**src/rtl/ipc_pkg.sv**
```systemverilog
// constants, types and register map of the inductive power pid controller
// Functional notes
// - frequency mode keeps drive between 110 and 205 kHz at 50 percent duty
// - duty adjusts only at 205 kHz and stays within 10 to 50 percent
// - higher frequency or lower duty means less transferred power
// - frequency step finer than the banded resolution limits
// - duty cycle settable in 0.1 percent steps or finer
// - first power application starts at 175 kHz, 50 percent duty
// - controlled variable is frequency or duty, by operating region
// - coil current amplitude sensed at 7 mA or finer feeds the loop
// - frequency loop gains 10 and 0.05, integral 3000, output 20000
// - frequency change scaled 1.5, 2, 3 or 5 Hz by frequency band
// - duty loop same gains and limits, scaled -0.01 percent per unit
package ipc_pkg;

  // clock and loop period
  localparam int unsigned CLK_HZ       = 32'h0098_9680;
  localparam int unsigned US_PER_S     = 32'h000f_4240;
  localparam int unsigned TICK_TIME_US = 32'h0000_03e8;
  localparam int unsigned TICK_CYCLES  = TICK_TIME_US * (CLK_HZ / US_PER_S);

  // frequency in half-hertz units
  localparam logic [18:0] FREQ_MIN   = 19'h3_5b60;
  localparam logic [18:0] FREQ_MAX   = 19'h6_4190;
  localparam logic [18:0] FREQ_INIT  = 19'h5_5730;
  localparam logic [18:0] BAND_EDGE1 = 19'h4_45c0;
  localparam logic [18:0] BAND_EDGE2 = 19'h4_e200;
  localparam logic [18:0] BAND_EDGE3 = 19'h5_7e40;
  localparam int          SCALE_B0   = 32'h0000_0003;
  localparam int          SCALE_B1   = 32'h0000_0004;
  localparam int          SCALE_B2   = 32'h0000_0006;
  localparam int          SCALE_B3   = 32'h0000_000a;

  // duty in units of 0.01 percent
  localparam logic [13:0] DUTY_MIN   = 14'h03e8;
  localparam logic [13:0] DUTY_HALF  = 14'h1388;

  // pid constants; integral gain 0.05 is a divide by 20
  localparam int PROP_GAIN   = 32'h0000_000a;
  localparam int INTEG_DIV   = 32'h0000_0014;
  localparam int INTEG_LIMIT = 32'h0000_0bb8;
  localparam int OUT_LIMIT   = 32'h0000_4e20;

  // drive phase accumulator, modulus equals clock rate in half-hertz
  localparam logic [24:0] ACC_MOD       = 25'h131_2d00;
  localparam logic [24:0] ACC_HALF      = 25'h098_9680;
  localparam logic [24:0] DUTY_TO_PHASE = 25'h000_07d0;

  // register offsets
  localparam logic [7:0] REG_CTRL     = 8'h00;
  localparam logic [7:0] REG_TARGET   = 8'h04;
  localparam logic [7:0] REG_FREQ     = 8'h08;
  localparam logic [7:0] REG_DUTY     = 8'h0c;
  localparam logic [7:0] REG_STATUS   = 8'h10;
  localparam logic [7:0] REG_COIL     = 8'h14;
  localparam logic [7:0] REG_LOOP_OUT = 8'h18;

  // fields and reset values
  localparam int          CTRL_PWR_BIT  = 0;
  localparam int          CTRL_LOOP_BIT = 1;
  localparam int          STAT_DUTY_BIT = 0;
  localparam int          STAT_DRV_BIT  = 1;
  localparam logic [1:0]  CTRL_RESET    = 2'h0;
  localparam logic [11:0] TARGET_RESET  = 12'h000;

  typedef enum logic [1:0] {
    IPC_MODE_FREQ = 2'b01,
    IPC_MODE_DUTY = 2'b10
  } ipc_mode_t;

endpackage : ipc_pkg

```
**src/rtl/ipc_bridge_drive.sv**
```systemverilog
// full-bridge drive waveform generator from frequency and duty
`timescale 1ns/100ps
`default_nettype none
module ipc_bridge_drive
  import ipc_pkg::*;
(
  input  wire logic        i_clk_sys,
  input  wire logic        i_rstn,
  input  wire logic        i_enable,
  input  wire logic [18:0] i_freq,
  input  wire logic [13:0] i_duty,
  output var  logic        o_drive_a,
  output var  logic        o_drive_b
);

  typedef struct packed {
    logic [24:0] acc;
    logic        drive_a;
    logic        drive_b;
  } ipc_drv_st_t;

  ipc_drv_st_t st;
  ipc_drv_st_t next_st;
  logic [25:0] sum;
  logic [24:0] thr;

  // 10 MHz gives only ~49 clocks per cycle at 205 kHz; the modulo accumulator dithers
  // edges so average frequency and duty keep sub-clock resolution
  always_comb begin
    next_st = st;
    sum     = {1'b0, st.acc} + {7'h00, i_freq};
    thr     = i_duty * DUTY_TO_PHASE;
    if (!i_enable) begin
      next_st.acc = '0;
    end else if (sum >= {1'b0, ACC_MOD}) begin
      next_st.acc = 25'(sum - {1'b0, ACC_MOD});
    end else begin
      next_st.acc = sum[24:0];
    end
    next_st.drive_a = i_enable && (st.acc < thr);
    next_st.drive_b = i_enable && (st.acc >= ACC_HALF)
                      && ((st.acc - ACC_HALF) < thr);
  end

  always_ff @(posedge i_clk_sys or negedge i_rstn) begin
    if (!i_rstn) begin
      st <= '0;
    end else begin
      st <= next_st;
    end
  end

  assign o_drive_a = st.drive_a;
  assign o_drive_b = st.drive_b;

endmodule : ipc_bridge_drive
`default_nettype wire

```
**src/rtl/ipc_power_ctrl.sv**
```systemverilog
// pid power controller with apb registers and full-bridge drive
//
// Chosen here: register access over APB and the address map.
`timescale 1ns/100ps
`default_nettype none
module ipc_power_ctrl
  import ipc_pkg::*;
#(
  parameter int unsigned P_TICK_CYCLES = TICK_CYCLES
) (
  input  wire logic        i_clk_sys,
  input  wire logic        i_rstn,
  input  wire logic        i_psel,
  input  wire logic        i_penable,
  input  wire logic        i_pwrite,
  input  wire logic [7:0]  i_paddr,
  input  wire logic [31:0] i_pwdata,
  input  wire logic [11:0] i_coil_ma,
  output var  logic [31:0] o_prdata,
  output var  logic        o_pready,
  output var  logic        o_pslverr,
  output var  logic        o_drive_a,
  output var  logic        o_drive_b
);

  if (P_TICK_CYCLES < 2 || P_TICK_CYCLES > 65535) begin : g_bad_tick
    $error("tick count out of range");
  end

  typedef struct packed {
    logic               ctrl_pwr;
    logic               ctrl_loop;
    logic               pwr_d;
    logic [11:0]        target;
    logic [15:0]        tick_cnt;
    logic [18:0]        freq;
    logic [13:0]        duty;
    ipc_mode_t          mode;
    logic signed [17:0] integ;
    logic signed [17:0] last_out;
    logic [31:0]        rdata;
    logic               pready;
    logic               pslverr;
  } ipc_state_t;

  ipc_state_t st;
  ipc_state_t next_st;

  logic tick;
  logic pwr_rise;
  logic loop_go;
  int   err;
  int   integ_sum;
  int   pid_out;
  int   freq_new;
  int   duty_new;

  function automatic int sat(input int v, input int lim);
    if (v > lim) begin
      return lim;
    end else if (v < -lim) begin
      return -lim;
    end
    return v;
  endfunction : sat

  function automatic int band_scale(input logic [18:0] f);
    if (f < BAND_EDGE1) begin
      return SCALE_B0;
    end else if (f < BAND_EDGE2) begin
      return SCALE_B1;
    end else if (f < BAND_EDGE3) begin
      return SCALE_B2;
    end
    return SCALE_B3;
  endfunction : band_scale

  // one pid update per millisecond, the unit of the integral gain
  assign tick     = (st.tick_cnt == 16'(P_TICK_CYCLES - 1));
  assign pwr_rise = st.ctrl_pwr && !st.pwr_d;
  assign loop_go  = tick && st.ctrl_pwr && st.pwr_d && st.ctrl_loop;

  // derivative gain is zero, so no derivative path is built
  assign err       = int'(st.target) - int'(i_coil_ma);
  assign integ_sum = sat(int'(st.integ) + err,
                         INTEG_LIMIT * INTEG_DIV);
  assign pid_out   = sat(PROP_GAIN * err + integ_sum / INTEG_DIV,
                         OUT_LIMIT);
  // positive output asks for more power: frequency falls, duty rises
  assign freq_new  = int'(st.freq) - pid_out * band_scale(st.freq);
  assign duty_new  = int'(st.duty) + pid_out;

  always_comb begin
    next_st        = st;
    next_st.pwr_d  = st.ctrl_pwr;
    next_st.pready = 1'b0;

    if (!st.ctrl_pwr || pwr_rise || tick) begin
      next_st.tick_cnt = '0;
    end else begin
      next_st.tick_cnt = st.tick_cnt + 16'h0001;
    end

    if (pwr_rise) begin
      next_st.freq  = FREQ_INIT;
      next_st.duty  = DUTY_HALF;
      next_st.mode  = IPC_MODE_FREQ;
      next_st.integ = '0;
    end else if (loop_go) begin
      next_st.integ    = 18'(integ_sum);
      next_st.last_out = 18'(pid_out);
      case (st.mode)
        IPC_MODE_FREQ: begin
          next_st.duty = DUTY_HALF;
          if (freq_new > int'(FREQ_MAX)) begin
            next_st.freq = FREQ_MAX;
            if (pid_out < 0) begin
              next_st.mode = IPC_MODE_DUTY;
            end
          end else if (freq_new < int'(FREQ_MIN)) begin
            next_st.freq = FREQ_MIN;
          end else begin
            next_st.freq = 19'(freq_new);
          end
        end
        IPC_MODE_DUTY: begin
          next_st.freq = FREQ_MAX;
          if (duty_new >= int'(DUTY_HALF)) begin
            next_st.duty = DUTY_HALF;
            next_st.mode = IPC_MODE_FREQ;
          end else if (duty_new < int'(DUTY_MIN)) begin
            next_st.duty = DUTY_MIN;
          end else begin
            next_st.duty = 14'(duty_new);
          end
        end
        default: begin
          next_st.mode = IPC_MODE_FREQ;
        end
      endcase
    end

    // apb setup: decode and latch the answer for the access phase
    if (i_psel && !i_penable) begin
      next_st.pready  = 1'b1;
      next_st.pslverr = 1'b0;
      next_st.rdata   = '0;
      if (i_paddr == REG_CTRL) begin
        next_st.rdata[CTRL_PWR_BIT]  = st.ctrl_pwr;
        next_st.rdata[CTRL_LOOP_BIT] = st.ctrl_loop;
      end else if (i_paddr == REG_TARGET) begin
        next_st.rdata[11:0] = st.target;
      end else if (i_paddr == REG_FREQ) begin
        next_st.rdata[18:0] = st.freq;
      end else if (i_paddr == REG_DUTY) begin
        next_st.rdata[13:0] = st.duty;
      end else if (i_paddr == REG_STATUS) begin
        next_st.rdata[STAT_DUTY_BIT] = (st.mode == IPC_MODE_DUTY);
        next_st.rdata[STAT_DRV_BIT]  = st.pwr_d;
      end else if (i_paddr == REG_COIL) begin
        next_st.rdata[11:0] = i_coil_ma;
      end else if (i_paddr == REG_LOOP_OUT) begin
        next_st.rdata = 32'(st.last_out);
      end else begin
        next_st.pslverr = 1'b1;
      end
    end

    // apb access: writes land on the completing edge only
    if (i_psel && i_penable && st.pready && i_pwrite) begin
      if (i_paddr == REG_CTRL) begin
        next_st.ctrl_pwr  = i_pwdata[CTRL_PWR_BIT];
        next_st.ctrl_loop = i_pwdata[CTRL_LOOP_BIT];
      end else if (i_paddr == REG_TARGET) begin
        next_st.target = i_pwdata[11:0];
      end
    end
  end

  always_ff @(posedge i_clk_sys or negedge i_rstn) begin
    if (!i_rstn) begin
      st           <= '0;
      st.ctrl_pwr  <= CTRL_RESET[CTRL_PWR_BIT];
      st.ctrl_loop <= CTRL_RESET[CTRL_LOOP_BIT];
      st.target    <= TARGET_RESET;
      st.freq      <= FREQ_INIT;
      st.duty      <= DUTY_HALF;
      st.mode      <= IPC_MODE_FREQ;
    end else begin
      st <= next_st;
    end
  end

  // bridge drive runs one cycle after the start values are loaded
  ipc_bridge_drive u_drive (
    .i_clk_sys (i_clk_sys),
    .i_rstn    (i_rstn),
    .i_enable  (st.pwr_d),
    .i_freq    (st.freq),
    .i_duty    (st.duty),
    .o_drive_a (o_drive_a),
    .o_drive_b (o_drive_b)
  );

  assign o_prdata  = st.rdata;
  assign o_pready  = st.pready;
  assign o_pslverr = st.pslverr;
endmodule : ipc_power_ctrl
`default_nettype wire
```
**config.mk**
```make
export PLATFORM = sky130hd
export DESIGN_NAME = ipc_power_ctrl
export DESIGN_NICKNAME = d
export VERILOG_FILES = /design/src/rtl/ipc_pkg.sv /design/src/rtl/ipc_bridge_drive.sv /design/src/rtl/ipc_power_ctrl.sv
export SDC_FILE = /design/constraint.sdc
export NUM_CORES = 1
export LEC_CHECK = 0
export BUFFER_PORTS_ARGS = -buffer_cell sky130_fd_sc_hd__buf_2
export CAP_MARGIN = 20
export CORE_AREA = 2 2 182 255
export CTS_BUF_LIST = sky130_fd_sc_hd__clkbuf_8 sky130_fd_sc_hd__clkbuf_16
export DETAILED_ROUTE_END_ITERATION = 12
export DIE_AREA = 0 0 184 257
export GPL_TIMING_DRIVEN = 0
export PLACE_DENSITY = 0.72
export SLEW_MARGIN = 25
export SYNTH_ARGS = -nofsm -noshare
export SYNTH_HDL_FRONTEND = slang
export SYNTH_SLANG_ARGS = --single-unit
```
**constraint.sdc**
```tcl
create_clock -name i_clk_sys -period 45.4 [get_ports i_clk_sys]
set_input_delay 4.54 -clock i_clk_sys [delete_from_list [all_inputs] [get_ports i_clk_sys]]
set_output_delay 4.54 -clock i_clk_sys [all_outputs]
set_load 0.05 [all_outputs]
```
## Word level (Yosys, flattened, before mapping)

Cells that the tools add are included.

- Memory bits (writable): 0
- Register bits: 163
- Latch bits: 0
- Memory bits (read-only): 0
- Memories: 0
- Output and inout bits: 36
- Input port bits: 57
- Logic and storage cells: 147

- Add/sub/neg operators: 9
- $lt $le $gt $ge: 16
- Muxes and demuxes: 64
- Multiply operators: 3
- Shifts and indexed selects: 0
- Reduce and logical (&&, ||, !) cells: 24
- Equal/unequal tests: 12
- Div/mod/pow operators: 1
- Bitwise logic cells: 2

Operator list:

| kind | count |
|---|---|
| two-way mux 32 bit | 15 |
| two-way mux 30 bit | 7 |
| two-way mux 71 bit | 1 |
| case mux 33 bit (2 select lines) | 1 |
| < comparator 19 bit, second input constant | 3 |
| two-way mux 19 bit | 3 |
| two-way mux 53 bit | 1 |
| < comparator 25 bit | 2 |
| two-way mux 25 bit | 2 |
| two-way mux 14 bit | 3 |
| two-way mux 20 bit | 2 |
| adder 15 x 32 -> 32 bit | 1 |
| adder 18 x 32 -> 32 bit | 1 |
| divider 32 x 6 -> 32 bit, second input constant | 1 |
| >= comparator 32 x 14 -> 1 bit, second input constant | 1 |
| > comparator 32 x 16 -> 1 bit, second input constant | 1 |
| > comparator 32 x 20 -> 1 bit, second input constant | 1 |
| < comparator 32 x 1 -> 1 bit, second input constant | 1 |
| < comparator 32 x 11 -> 1 bit, second input constant | 1 |
| < comparator 32 x 16 -> 1 bit, second input constant | 1 |
| < comparator 32 x 19 -> 1 bit, second input constant | 1 |
| multiplier 32 x 32 -> 32 bit | 1 |
| subtractor 20 x 32 -> 32 bit | 1 |
| adder 25 x 19 -> 26 bit | 1 |
| 36 further kinds | 78 |

## Depth between registers and ports, before layout

- Depth after elaboration: 20
- Mapped depth: 115
- Gate-level depth less buffers: 107

## Cells and area by module

From an unflattened synthesis, not the netlist that was laid out.

- Cell total of the unflattened synthesis: 3079
- Area total of the unflattened synthesis: 25096.6 µm²

Modules (own cells, without submodules):

| module | cells each | area an instance (µm²) | times used |
|---|---|---|---|
| ipc_power_ctrl | 2325 | 18590.3 | 1 |
| ipc_bridge_drive | 754 | 6506.2 | 1 |

## Worst setup path before layout

No wires, ideal clock.

- Path type: in2reg
- Start: in i_coil_ma[0]
- End: reg st[103] (netlist name)
- Arrival time: 26.447 ns
- Cell stages on the path: 106
- Setup time: 0.119 ns
- Path slack: 18.834 ns
- Required time: 45.281 ns
- Cell sequence: ha_1 -> inv_1 -> fa_1 -> a21o_1 -> a21oi_1 -> o21bai_1 -> a21oi_1 -> o21bai_1 -> a21oi_1 -> o21bai_1 -> a21oi_1 -> o21bai_1 -> a21oi_1 -> ha_1 -> clkbuf_1 -> a21oi_1 -> nand3b_1 -> a211oi_1 -> [70 not listed] -> o21ai_0 -> a21boi_0 -> o21ai_0 -> a21boi_0 -> o21ai_0 -> a21boi_0 -> o21ai_0 -> a21oi_1 -> o21ai_0 -> a31oi_1 -> or4b_2 -> nor4_1 -> nand3_1 -> a31o_2 -> a41oi_2 -> or4b_1 -> buf_2 -> o21ba_1

- Cells in the longest elaborated chain, start to end: 20

RTL lines:

| element | line | text |
|---|---|---|
| from (decl) | ipc_power_ctrl.sv:18 | `input wire logic [11:0] i_coil_ma,` |
| subtractor 12 x 12 -> 13 bit (*) | ipc_power_ctrl.sv:84 | `assign err = int'(st.target) - int'(i_coil_ma);` |
| adder 18 x 13 -> 19 bit | ipc_power_ctrl.sv:85 | `assign integ_sum = sat(int'(st.integ) + err,` |
| < comparator 19 x 17 -> 1 bit | ipc_power_ctrl.sv:61 | `end else if (v < -lim) begin` |
| two-way mux 1 bit or two-way mux 32 bit (tied branches) | ipc_power_ctrl.sv:61 |  |
| two-way mux 1 bit or two-way mux 32 bit (tied branches) | ipc_power_ctrl.sv:59 | `if (v > lim) begin` |
| two-way mux 32 bit | ipc_power_ctrl.sv:64 | `return v;` |
| divider 32 x 6 -> 32 bit | ipc_power_ctrl.sv:87 | `assign pid_out = sat(PROP_GAIN * err + integ_sum / INTEG_DIV,` |
| adder 18 x 32 -> 32 bit (*) | ipc_power_ctrl.sv:87 |  |
| [4 not listed] | - |  |
| multiplier 32 x 32 -> 32 bit (*) | ipc_power_ctrl.sv:90 | `assign freq_new = int'(st.freq) - pid_out * band_scale(st.freq);` |
| subtractor 20 x 32 -> 32 bit (*) | ipc_power_ctrl.sv:90 |  |
| < comparator 32 x 19 -> 1 bit | ipc_power_ctrl.sv:120 | `end else if (freq_new < int'(FREQ_MIN)) begin` |
| two-way mux 19 bit | ipc_power_ctrl.sv:120 |  |
| two-way mux 19 bit (*) | ipc_power_ctrl.sv:115 | `if (freq_new > int'(FREQ_MAX)) begin` |
| case mux 33 bit (2 select lines) (*) | ipc_power_ctrl.sv:112 | `case (st.mode)` |
| two-way mux 71 bit (*) | ipc_power_ctrl.sv:109 | `end else if (loop_go) begin` |
| two-way mux 53 bit (*) | ipc_power_ctrl.sv:104 | `if (pwr_rise) begin` |
| to (signal assigned) | ipc_power_ctrl.sv:190 | `st <= next_st;` |
| to (decl) | ipc_power_ctrl.sv:46 | `ipc_state_t st;` |

Mark *: on every way between the ends. The rest lies on a longest branch, timed or not. The select of a mux whose other input is x is not followed.
A chain may end at the register's enable or synchronous reset.

## Final worst setup path

Ends and elaborated chain as after synthesis.

==> results_dict.tcl <==
set metrics [dict create \
    ctsHtreeMaxLevel 4 \
    crit_path_top_delay_cell "sky130_fd_sc_hd__nor3_1" \
    viasPerCell 6.23 \
    finalClockSkew_ps 16.9 \
    synth_sequential_area_ratio_pct 15.5 \
    critPathMaxFanout 11 \
    fmax_ghz 0.0311 \
    design.die.area_um2 47300 \
    area_growth_pct 7.15 \
    detail-route-antenna-nets 0 \
    largest_net_degree_at_the_start_of_global_routing 84 \
    die-width_um 184 \
    number_of_buffers_inserted_by_hold_repair_at_cts 0 \
    synth-seq-cells 151 \
    cts_buffers 17 \
    cap_violations 0 \
    yosys-top-cells-area "sky130_fd_sc_hd__ha_1 17%, sky130_fd_sc_hd__dfrtp_1 14%, sky130_fd_sc_hd__fa_1 11%" \
    final.min_clock_period_ps 32160 \
    cell_occurring_most_often_along_the_worst_timing_path "sky130_fd_sc_hd__a21oi_1" \
    yosys_warnings 0 \
    post-synth-top-count-cell "sky130_fd_sc_hd__inv_1" \
    ys_dominant_reg_cell "sky130_fd_sc_hd__dfrtp_1" \
    slew_at_the_pin_closest_to_its_max_slew_limit_ps 1160 \
    synth_area_per_cell_um2 8.17 \
    wire_per_inst_um 19.4 \
    yosys.area.top_type "sky130_fd_sc_hd__ha_1" \
    final.setup.worst_slack_ps 13240 \
    startpoint_kind_of_the_worst_setup_timing_path "input port" \
    first_global_vias 22788 \
    timing.critical_path.slowest_cell_delay_ps 790 \
    cts_setup_buffers 0 \
    tritoncts_num_sinks 151 \
    die_y_um 257 \
    floorplan.initialDensity_pct 54.6 \
    dp.final_hpwl_mm 57.1 \
    insertedDiodeCount 0 \
    endpoint_arrival_time_on_the_critical_path_ps 32510 \
    worst_skew_pair.late_latency_ps 460 \
    boundaryPins 93 \
    fin_setup_tns_ps 0 \
    post-place-ws_ps 13470 \
    grt_first_pass_wirelength_mm 115 \
    gpl.final_weighted_congestion 0.937 \
    slew_headroom_pct 22.1 \
    finalHoldViolations 0 \
    grtUsageMet3_pct 4.13 \
    post_synth_most_frequent_cells "356 x sky130_fd_sc_hd__inv_1, 336 x sky130_fd_sc_hd__ha_1, 229 x sky130_fd_sc_hd__nor2_1" \
    synth_top_area_share_pct 17.1 \
    layout.nets 3627 \
    row_count 92 \
    post_layout_inst_area_um2 26300 \
    ctsResizeCount 0 \
    synth-async-reset-ratio_pct 100 \
    tritoncts "done" \
    post-route-drc-count 0 \
    synth.cell_area_um2 24500 \
    port-buffer-count 71 \
    synth-edff-count 0 \
    status "finished, final reports clean" \
    final_max_slew_viol_count 0 \
    post_synth_inst_count 3001 \
    core-area_um2 44900 \
    grt_use_met2_pct 53.5 \
    gr-usage-met1_pct 36.2 \
    overflow 0 \
    post-route-period-util_pct 70.8 \
    hold_ws_ps 472 \
    drtPass1Iterations 7 \
    clock_path_buffers 2 \
    route.vias.total 22870 \
    number_of_antenna_violations_at_the_first_check_in_global_routing 1 \
    setup.worst_path.class "in -> reg" \
    initialDrtViolationCount 1654 \
    placedInstanceArea_um2 25700 \
    grt_setup_unrepaired "no" \
    grt_util_all_layers_pct 30.4 \
    kind_of_end_point_of_the_critical_path "flop" \
    critPathRequiredTime_ps 45750 \
    drt-total-wl_mm 71.1 \
    grt_most_used_layer "met2" \
    setup_viol_count_final 0 \
    drive_gt1_share_pct 8.27 \
    syn_nets 3533 \
    post_synthesis_cell_type_count 113 \
    clk_transition_reported_paths_ps 70 \
    ctsRootBufferMaster "sky130_fd_sc_hd__clkbuf_16" \
    holdCritPathClass "reg -> reg" \
]
metrics by stage:
| step | cells | utilization [%] |
|---|---|---|
| after global placement | 3636 | 57.0 |
| after global routing | 3671 | 58.5 |
| final | 3671 | 58.5 |
| after detailed placement | 3640 | 57.2 |
| after CTS | 3671 | 58.5 |
| after floorplan | 3001 | - |
area by class of cell:
class | count | area [um^2]
inverter | 356 | 1340
timing repair buffer | 75 | 419
multi-input combinational | 2343 | 18700
sequential | 151 | 3800
buffer | 151 | 736
clock inverter | 14 | 175
clock buffer | 17 | 425
tap | 564 | 706
fill | 4047 | 18600
final timing paths:
kind                            to  depth (start not counted)    startpoint  slack, ps
max in group asynchronous   st[94]                          2        i_rstn      40470
min                        st[105]                          1       st[105]        470
min in group asynchronous   st[66]                          1        i_rstn       4060
max reg2reg                st[103]                        108       st[121]      17020
max                        st[103]                        108  i_coil_ma[0]      13240
min reg2reg                st[105]                          1       st[105]        470
sequential cells by signal, summed over array words and instances, names as in the netlist:
signal             count
st                   101
o_pslverr              1
next_st                1
u_drive.st            25
u_drive.o_drive_b      1
o_pready               1
u_drive.o_drive_a      1
o_prdata              20
per-layer routing:
metal  up-vias  share of wire (%)  routed length (um)
met1     11025                 39               28000
li1      10741                  -                   -
met2       875                 49               34900
met4         2                5.1                3630
met3       227                6.4                4540
met5         -              0.015                  11
cell usage in the layout (no fill, tap or decap), types with 80 or more instances in the layout:
cell type                    n
sky130_fd_sc_hd__buf_2      82
sky130_fd_sc_hd__o21ai_0   153
sky130_fd_sc_hd__fa_1      139
sky130_fd_sc_hd__nor2_1    229
sky130_fd_sc_hd__dfrtp_1   136
sky130_fd_sc_hd__nor3_1     80
sky130_fd_sc_hd__xnor2_1   124
sky130_fd_sc_hd__a21oi_1   189
sky130_fd_sc_hd__nand3_1    81
sky130_fd_sc_hd__ha_1      336
sky130_fd_sc_hd__inv_1     357
sky130_fd_sc_hd__clkbuf_1   92
sky130_fd_sc_hd__nand2_1   204
worst max-delay path: cells and delay by family:
family	cells	cell delay (ps)
AOI/OAI and AO/OA	59	14440
and+or+nand+nor	20	6100
adders and majority gates	14	4350
buffers and inverters	13	2210
xor gates and xnor gates	1	480
muxes	1	350
kinds of logic (layout without fill, tap and decap cells):
group	count (synthesis)	count (layout)	share of synthesized area, %
DFF	151	151	15.5
AOI/OAI and AO/OA	773	773	21.6
xor gates and xnor gates	173	173	6.29
muxes	33	33	1.47
and+or+nand+nor	888	888	18.2
buffers and inverters	507	613	8.45
adders and majority gates	476	476	28.5
Power is not shown: default switching activity piles up to over one toggle a cycle in this logic, so the estimate is an artifact.
